$ cat config.mk
export PLATFORM = sky130hd
export DESIGN_NAME = divided_oscillator_output
export DESIGN_NICKNAME = d
export VERILOG_FILES = /design/src/code_filter.v /design/src/divided_oscillator_output.v
export VERILOG_INCLUDE_DIRS = /design/src
export SDC_FILE = /design/constraint.sdc
export NUM_CORES = 1
export LEC_CHECK = 0
export BUFFER_PORTS_ARGS = -buffer_cell sky130_fd_sc_hd__buf_4
export CAP_MARGIN = 40
export CORE_UTILIZATION = 45
export CTS_BUF_LIST = sky130_fd_sc_hd__clkbuf_8
export DETAILED_ROUTE_END_ITERATION = 10
export HOLD_SLACK_MARGIN = 0.06
export PLACE_DENSITY = 0.67
export SYNTH_ARGS = -nofsm -noshare
export SYNTH_HDL_FRONTEND = slang
export SYNTH_SLANG_ARGS = --single-unit
$ cat constraint.sdc
create_clock -name clk -period 8 [get_ports clk]
set_input_delay 0.4 -clock clk [delete_from_list [all_inputs] [get_ports clk]]
set_output_delay 0.4 -clock clk [all_outputs]
set_load 0.03 [all_outputs]
$ cat src/osc_out_regs.vh
// Constants for the divided oscillator output stage and its register slave.
// Included by bare name; holds definitions only.
`ifndef OSC_OUT_REGS_VH
`define OSC_OUT_REGS_VH

// Register byte offsets on the AXI4-Lite slave.
`define REG_CTRL 12'h000
`define REG_STATUS 12'h004
`define REG_PHASE 12'h008

// Control register fields.
`define CTRL_OVR_BIT 0
`define CTRL_CODE_LSB 4
`define CTRL_CODE_MSB 7
`define CTRL_RESET 32'h00000000

// Status register fields.
`define STAT_RUN_BIT 0
`define STAT_OUT_BIT 1
`define STAT_HOLD_BIT 2
`define STAT_POL_BIT 3
`define STAT_APP_LSB 4
`define STAT_APP_MSB 7
`define STAT_FILT_LSB 8
`define STAT_FILT_MSB 11
`define STAT_FVALID_BIT 12

// AXI response codes.
`define RESP_OKAY 2'b00
`define RESP_SLVERR 2'b10

// Timing counts in master clock periods.
`define START_CYCLES 500
`define FILTER_CYCLES 16
// Log2 of half the fixed divider of 1024.
`define HALF_FIXED_LOG 9
// Each divider step multiplies the ratio by eight.
`define RATIO_STEP_LOG 3

`endif

$ cat src/code_filter.v
// Digital settling filter for a sampled multi-bit code.
// Assumes din is already synchronous to clk.
`timescale 1ns/100ps
`include "osc_out_regs.vh"
module code_filter #(
	parameter W = 4,
	parameter N = `FILTER_CYCLES,
	parameter CW = 6
) (
	// Clock and reset
	input wire clk,
	input wire rst_n,
	// Raw code in
	input wire [W-1:0] din,
	// Settled code out
	output reg [W-1:0] dout,
	output reg valid
);
	reg [W-1:0] last;
	reg [CW-1:0] stable;

	always @(posedge clk) begin
		if (!rst_n) begin
			last <= {W{1'b0}};
			stable <= {CW{1'b0}};
			dout <= {W{1'b0}};
			valid <= 1'b0;
		end else begin
			last <= din;
			if (din != last) begin
				stable <= {CW{1'b0}};
			end else if (stable != N[CW-1:0] - 1'b1) begin
				stable <= stable + 1'b1;
			end else begin
				// A code only passes after N equal samples in a row.
				dout <= din;
				valid <= 1'b1;
			end
		end
	end
endmodule // code_filter

$ cat src/divided_oscillator_output.v
// Output stage of a divided low-frequency oscillator with hold and polarity,
// plus an AXI4-Lite register slave for status and a code override.
// Assumes clk is the free-running master oscillator and rst_n is the
// power-on reset; output_hold and divider_code arrive asynchronously.
//
// The implementer's own choices: register access over AXI4-Lite and the address map.
`timescale 1ns/100ps
`include "osc_out_regs.vh"

// Function
// - Polarity 0: hold is active high, output not inverted, held low.
// - Polarity 1: hold is active low, output inverted, held high.
// - Latch clocked once per divided event; hold resets or holds it.
// - Polarity 0: after release, rising edge comes at next event with beat low, on the free-running grid.
// - Polarity 1: after release, falling edge comes at next event with beat low, on the free-running grid.
// - Oscillator and divider keep running unchanged while held.
// - Only power-on reset realigns pulse phase; hold never does.
// - Code keeps being sampled; a change applies at the next event after the filter passes it.
// - Code changes switch glitch-free; no pulse below one master period.
// - Sampled code is filtered and applied only once stable.
// - Start-up lasts 500 master periods with the output held low.
// - Output enabled only once a valid code is resolved.
// - Polarity 0 start: oscillate if not held, else skip pulses.
// - Polarity 1 start: go high, fall one master period later.
// - Polarity 1 start with hold active: stay high in reset.
// - Code MSB is polarity; low codes ratio 8^k, high codes mirrored.
// - Fixed divide by 1024 then the programmable ratio.
module divided_oscillator_output #(
	parameter HALF_LOG = `HALF_FIXED_LOG,
	parameter START_CYCLES = `START_CYCLES,
	parameter FILTER_CYCLES = `FILTER_CYCLES
) (
	// Clock and reset
	input wire clk,
	input wire rst_n,
	// AXI4-Lite write address
	input wire [11:0] s_axi_awaddr,
	input wire s_axi_awvalid,
	output wire s_axi_awready,
	// AXI4-Lite write data
	input wire [31:0] s_axi_wdata,
	input wire [3:0] s_axi_wstrb,
	input wire s_axi_wvalid,
	output wire s_axi_wready,
	// AXI4-Lite write response
	output reg [1:0] s_axi_bresp,
	output reg s_axi_bvalid,
	input wire s_axi_bready,
	// AXI4-Lite read address
	input wire [11:0] s_axi_araddr,
	input wire s_axi_arvalid,
	output wire s_axi_arready,
	// AXI4-Lite read data
	output reg [31:0] s_axi_rdata,
	output reg [1:0] s_axi_rresp,
	output reg s_axi_rvalid,
	input wire s_axi_rready,
	// Pins
	input wire output_hold,
	input wire [3:0] divider_code,
	output reg osc_out
);
	localparam ST_START = 3'b001;
	localparam ST_FIRST = 3'b010;
	localparam ST_RUN = 3'b100;

	// Pin synchronisers.
	reg hold_meta;
	reg hold_sync;
	reg [3:0] code_meta;
	reg [3:0] code_sync;

	// Oscillator state.
	reg [31:0] phase;
	reg [2:0] state;
	reg [2:0] next_state;
	reg [9:0] start_cnt;
	reg latch;
	reg next_latch;
	reg beat;
	reg [3:0] applied_code;
	reg [3:0] next_applied_code;

	// Register slave state.
	reg [31:0] ctrl;
	reg aw_full;
	reg [11:0] aw_addr;
	reg w_full;
	reg [31:0] w_data;
	reg [3:0] w_strb;

	wire [3:0] filt_code;
	wire filt_valid;
	wire [3:0] code_src;
	wire polarity_select;
	wire hold_act;
	wire [2:0] ratio_idx;
	wire [4:0] half_bits;
	wire [31:0] half_mask;
	wire div_event;
	wire start_done;
	wire [31:0] status;
	reg [31:0] read_mux;
	reg [1:0] read_resp;

	always @(posedge clk) begin
		if (!rst_n) begin
			hold_meta <= 1'b0;
			hold_sync <= 1'b0;
			code_meta <= 4'h0;
			code_sync <= 4'h0;
		end else begin
			hold_meta <= output_hold;
			hold_sync <= hold_meta;
			code_meta <= divider_code;
			code_sync <= code_meta;
		end
	end

	// Software may override the pin code; the filter still sees the source.
	assign code_src = ctrl[`CTRL_OVR_BIT] ?
		ctrl[`CTRL_CODE_MSB:`CTRL_CODE_LSB] : code_sync;

	code_filter #(
		.W(4),
		.N(FILTER_CYCLES),
		.CW(6)
	) u_filter (
		.clk(clk),
		.rst_n(rst_n),
		.din(code_src),
		.dout(filt_code),
		.valid(filt_valid)
	);

	assign polarity_select = applied_code[3];
	assign ratio_idx = applied_code[3] ? ~applied_code[2:0] :
		applied_code[2:0];

	assign hold_act = polarity_select ? ~hold_sync : hold_sync;

	assign half_bits = HALF_LOG[4:0] +
		{ratio_idx, 1'b0} + {2'b00, ratio_idx};
	assign half_mask = ~(32'hFFFFFFFF << half_bits);
	assign div_event = (phase & half_mask) == half_mask;

	always @(posedge clk) begin
		if (!rst_n) begin
			phase <= 32'h00000000;
		end else begin
			phase <= phase + 32'h00000001;
		end
	end

	// Event parity runs free, so a held latch rejoins the original pulse grid.
	always @(posedge clk) begin
		if (!rst_n) begin
			beat <= 1'b0;
		end else if (div_event) begin
			beat <= ~beat;
		end
	end

	assign start_done = start_cnt == START_CYCLES[9:0] - 10'h001;

	always @(posedge clk) begin
		if (!rst_n) begin
			start_cnt <= 10'h000;
		end else if (state == ST_START && !start_done) begin
			start_cnt <= start_cnt + 10'h001;
		end
	end

	always @* begin
		next_state = state;
		next_latch = latch;
		next_applied_code = applied_code;
		case (state)
			ST_START: begin
				next_latch = 1'b0;
				if (start_done && filt_valid) begin
					next_applied_code = filt_code;
					if (filt_code[3]) begin
						next_state = ST_FIRST;
					end else begin
						next_state = ST_RUN;
					end
				end
			end
			ST_FIRST: begin
				// fall one master period after going high
				if (hold_act) begin
					next_latch = 1'b0;
				end else begin
					next_latch = 1'b1;
				end
				next_state = ST_RUN;
			end
			ST_RUN: begin
				if (hold_act) begin
					next_latch = 1'b0;
				end else if (div_event) begin
					next_latch = ~beat;
				end
				// switch only on an event boundary
				if (div_event && filt_code != applied_code) begin
					next_applied_code = filt_code;
				end
			end
			default: begin
				next_state = ST_START;
				next_latch = 1'b0;
			end
		endcase
	end

	always @(posedge clk) begin
		if (!rst_n) begin
			state <= ST_START;
			latch <= 1'b0;
			applied_code <= 4'h0;
			osc_out <= 1'b0;
		end else begin
			state <= next_state;
			latch <= next_latch;
			applied_code <= next_applied_code;
			if (next_state == ST_START) begin
				osc_out <= 1'b0;
			end else begin
				osc_out <= next_latch ^ next_applied_code[3];
			end
		end
	end

	assign status = {19'h00000, filt_valid, filt_code, applied_code,
		polarity_select, hold_act, osc_out, state != ST_START};

	// Write side: address and data are taken in either order.
	assign s_axi_awready = !aw_full && !s_axi_bvalid;
	assign s_axi_wready = !w_full && !s_axi_bvalid;

	always @(posedge clk) begin
		if (!rst_n) begin
			aw_full <= 1'b0;
			aw_addr <= 12'h000;
			w_full <= 1'b0;
			w_data <= 32'h00000000;
			w_strb <= 4'h0;
			s_axi_bvalid <= 1'b0;
			s_axi_bresp <= `RESP_OKAY;
			ctrl <= `CTRL_RESET;
		end else begin
			if (s_axi_awvalid && s_axi_awready) begin
				aw_full <= 1'b1;
				aw_addr <= s_axi_awaddr;
			end
			if (s_axi_wvalid && s_axi_wready) begin
				w_full <= 1'b1;
				w_data <= s_axi_wdata;
				w_strb <= s_axi_wstrb;
			end
			if (aw_full && w_full && !s_axi_bvalid) begin
				aw_full <= 1'b0;
				w_full <= 1'b0;
				s_axi_bvalid <= 1'b1;
				if (aw_addr == `REG_CTRL) begin
					s_axi_bresp <= `RESP_OKAY;
					// Only the low byte holds fields.
					if (w_strb[0]) begin
						ctrl <= {24'h000000,
							w_data[`CTRL_CODE_MSB:`CTRL_CODE_LSB],
							3'b000, w_data[`CTRL_OVR_BIT]};
					end
				end else if (aw_addr == `REG_STATUS ||
					aw_addr == `REG_PHASE) begin
					// Read-only registers ignore writes.
					s_axi_bresp <= `RESP_OKAY;
				end else begin
					s_axi_bresp <= `RESP_SLVERR;
				end
			end else if (s_axi_bvalid && s_axi_bready) begin
				s_axi_bvalid <= 1'b0;
			end
		end
	end

	assign s_axi_arready = !s_axi_rvalid;

	always @* begin
		read_mux = 32'h00000000;
		read_resp = `RESP_OKAY;
		case (s_axi_araddr)
			`REG_CTRL: read_mux = ctrl;
			`REG_STATUS: read_mux = status;
			`REG_PHASE: read_mux = phase;
			default: read_resp = `RESP_SLVERR;
		endcase
	end

	always @(posedge clk) begin
		if (!rst_n) begin
			s_axi_rvalid <= 1'b0;
			s_axi_rdata <= 32'h00000000;
			s_axi_rresp <= `RESP_OKAY;
		end else if (s_axi_arvalid && s_axi_arready) begin
			s_axi_rvalid <= 1'b1;
			s_axi_rdata <= read_mux;
			s_axi_rresp <= read_resp;
		end else if (s_axi_rvalid && s_axi_rready) begin
			s_axi_rvalid <= 1'b0;
		end
	end
endmodule // divided_oscillator_output

==> impl_metrics.csv <==
group,metric,value,unit
clock_tree,post-cts-setup-buffers,0,
power_and_ir_drop,powerDensity,191,nW/um^2
sta,relSlewSlack,43.9,%
yosys,avgSynthCellArea,8.63,um^2
routing,num_vias,5059,
status,status,"finished clean",
sta,grt_setup_unrepaired,"no",
sta,worstMarginPinSlew,0.840,ns
die,rows,41,
min_path,whs_endpoint,"s_axi_rvalid",
sta,finalSetupTns,0,ns
placement,gp_congestion,0.820,
sta,finalSetupViolations,0,
routing,drc,0,
clock_tree,postCtsHoldBufs,0,
sta,fmax,255,MHz
yosys,yosysTopAreaCell,"dfxtp_1",
clock_tree,cts_tree,"yes",
yosys,synthMuxAreaShare,4.31,%
placement,portBuffers,81,
critical_path,cp.required,8.37,ns
routing,wl,13100,um
sta,min_period_over_period,48.9,%
layout,final_layout_size_suffix_gt1_share,16.8,%
clock_tree,clk_latency,0.45,ns
die,die_area,13900,um^2
layout,antenna_cells,0,
critical_path,cp_max_fo,17,
run,maxCapViolations,0,
sta,period_minus_slack,3.92,ns
routing,dr.pass1.iters,5,
clock_tree,numCtsBuffers,17,
layout,nNetsFinal,853,
power_and_ir_drop,ir_drop,144,uV
routing,antenna_left,0,
global_routing,grt_pass1_vias,4789,
global_routing,antenna_found_initial,0,
die,start_util,46.9,%
layout,final_core_util,55.8,%
global_routing,grt_overflow,0,
clock_tree,cts_resized,0,
critical_path,r2r-end,"osc_out",
critical_path,reg2reg_setup_slack,4.08,ns
global_routing,grt_util_all_layers,19.7,%
clock_tree,root_buffer,"clkbuf_8",
sta,fin_skew,0.0150,ns
sta,hold_violations,0,
critical_path,end_kind,"register",
yosys,synthCells,700,
critical_path,critical_path_class,"reg -> reg",
clock_tree,clkTransAtPathRegs,0.08,ns
layout,syn_to_final_growth,18.8,%
critical_path,cp-start-kind,"register",
placement,dp.final_hpwl,9410,um
critical_path,r2r_cells,11,
routing,drtIter0Drc,257,
yosys,ys_warn_count,0,
yosys,synth_top_family_by_area,"simple AND/OR/NAND/NOR gates",
die,ioPinCount,114,
yosys,synth_adder_area_share,1.99,%
yosys,synth_flop_cell,"dfxtp_1",
min_path,hold_path_depth,2,
global_routing,grt_first_pass_wirelength,22300,um
yosys,synth_area_leaders,"dfxtp_1, nor2_1, nand2_1",
yosys,ys_seq_area_share,45.7,%
die,coreArea,12900,um^2
yosys,synthXorXnorAreaFrac,7.81,%
yosys,synth-simple-area-share,23.4,%
routing,viasPerCell,5.29,
routing,wl_per_cell,13.7,um
yosys,synth_edf_count,0,
die,die_h,118,um
critical_path,worst-endpoint-arrival,4.29,ns
yosys,netlist_area,6040,um^2
yosys,synth_compound_area_share,13.0,%
clock_tree,clockBufferDepth,2,
sta,final_max_slew_viol_count,0,
yosys,synth_seq_cells,138,
min_path,hp-start,"s_axi_rready",
yosys,synth_cell_types,61,
global_routing,grt_max_degree,53,
min_path,min_path_type,"in -> reg",
power_and_ir_drop,cellLeakagePower,2.72,nW
clock_tree,cts_max_level,4,
yosys,synthArstFlopShare,0,%
die,die_x,118,um
clock_tree,cts.sinks,138,
critical_path,worstReg2RegStart,"applied_code[3]",
yosys,synth_top_area_share,45.7,%
-- registers in the layout, indices dropped and copies added, names as in the netlist, 3 cells and up --
register / flops
applied_code: 4
aw_addr: 12
phase: 32
u_filter.last: 4
code_sync: 4
start_cnt: 10
w_data: 5
ctrl: 5
code_meta: 4
state: 3
u_filter.stable: 6
u_filter.dout: 4
s_axi_rdata: 32
-- cell type report --
| class | count | area, um^2 |
|---|---|---|
| inverter | 16 | 60.1 |
| clock buffer | 19 | 262 |
| tap | 172 | 215 |
| sequential | 138 | 2760 |
| clock inverter | 13 | 143 |
| multi-input combinational | 510 | 3060 |
| timing repair buffer | 89 | 678 |
| fill | 1175 | 5700 |
-- cell usage in the layout, fill, tap and decap left out, types with 9 or more instances in the layout --
cell | Yosys | routed
xor2_1 | 31 | 31
dfxtp_1 | 138 | 138
nand2_1 | 77 | 77
nand4_1 | 11 | 11
a21oi_1 | 51 | 51
mux2i_1 | 26 | 26
xnor2_1 | 16 | 16
buf_4 | 4 | 87
nand3_1 | 42 | 42
or3_1 | 9 | 9
clkbuf_8 | 0 | 19
a22oi_1 | 12 | 12
and2_1 | 15 | 15
nor2_1 | 99 | 99
nor3_1 | 12 | 12
o21ai_0 | 25 | 25
inv_1 | 16 | 17
-- routing by layer --
| layer | part of all wire (%) | up-vias | global-route usage, % |
|---|---|---|---|
| met3 | 4.0 | 19 | 5.18 |
| met5 | 0 | - | 0 |
| met4 | 1.5 | 0 | 6.49 |
| li1 | - | 2544 | - |
| met1 | 46 | 2394 | 25.3 |
| met2 | 48 | 102 | 32.1 |
-- kinds of logic after synthesis --
group	count (synthesis)
AO/OA/AOI/OAI	122
adder cells (fa/ha/maj)	9
flip-flops	138
XOR/XNOR	50
multiplexers	26
AND/OR/NAND/NOR	301
other	1
buffers and inverters	53
-- metrics by stage --
stage	total power [mW]	std cells	hold WS [ns]	setup slack, ns	cell area, um^2
after CTS	1.39	957	0.106	4.11	7180
after global routing	1.43	957	0.102	3.82	7180
final	1.37	957	0.132	4.08	7180
after global placement	0.813	923	0.415	4.25	6750
after floorplan	0.783	701	0.412	4.76	6050
after detailed placement	0.819	925	0.422	4.13	6780
-- cells in the mapped netlist (2+ instances only) --
master	instances
a211oi_1	4
a21oi_1	51
a221oi_1	2
a22o_1	7
a22oi_1	12
a311oi_1	4
and2_1	15
and3_1	7
buf_1	4
buf_2	2
buf_4	4
clkbuf_1	26
dfxtp_1	138
ha_1	8
inv_1	16
mux2i_1	26
nand2_1	77
nand2b_1	4
nand3_1	42
nand4_1	11
nor2_1	99
nor2b_1	7
nor3_1	12
nor3b_1	4
nor4_1	4
o21a_1	2
o21ai_0	25
or3_1	9
xnor2_1	16
xor2_1	31
-- critical path, stage by stage, from the launching register on --
cell and delay (ns):
dfxtp_1 0.88, xor2_4 0.26, inv_1 0.15, fa_1 0.80
nor2b_1 0.12, nor3_1 0.19, o311ai_0 0.19, a211oi_2 0.27
o211ai_2 0.16, or4b_1 0.51, nand3_2 0.10, mux2i_1 0.20
-- worst max-delay path by stage --
| stage | startpoint | depth (start not counted) | slack (ns) | to |
|---|---|---|---|---|
| 2_1_floorplan | applied_code[3] | 14 | 4.76 | osc_out |
| 3_3_place_gp | applied_code[3] | 11 | 4.25 | osc_out |
| 3_5_place_dp | applied_code[3] | 11 | 4.13 | osc_out |
| 4_1_cts | applied_code[3] | 11 | 4.11 | osc_out |
| 5_1_grt | applied_code[3] | 11 | 3.82 | osc_out |
| 6_report | applied_code[3] | 11 | 4.08 | osc_out |
-- report_power, final --
part / switching (mW) / internal, mW / total (mW) / leakage (nW)
combinational: 0.0521 / 0.0368 / 0.0889 / 1.40
clock: 0.274 / 0.296 / 0.570 / 0.202
sequential: 0.0113 / 0.702 / 0.714 / 1.12
Note: power is estimated with default switching activity, not from simulation.
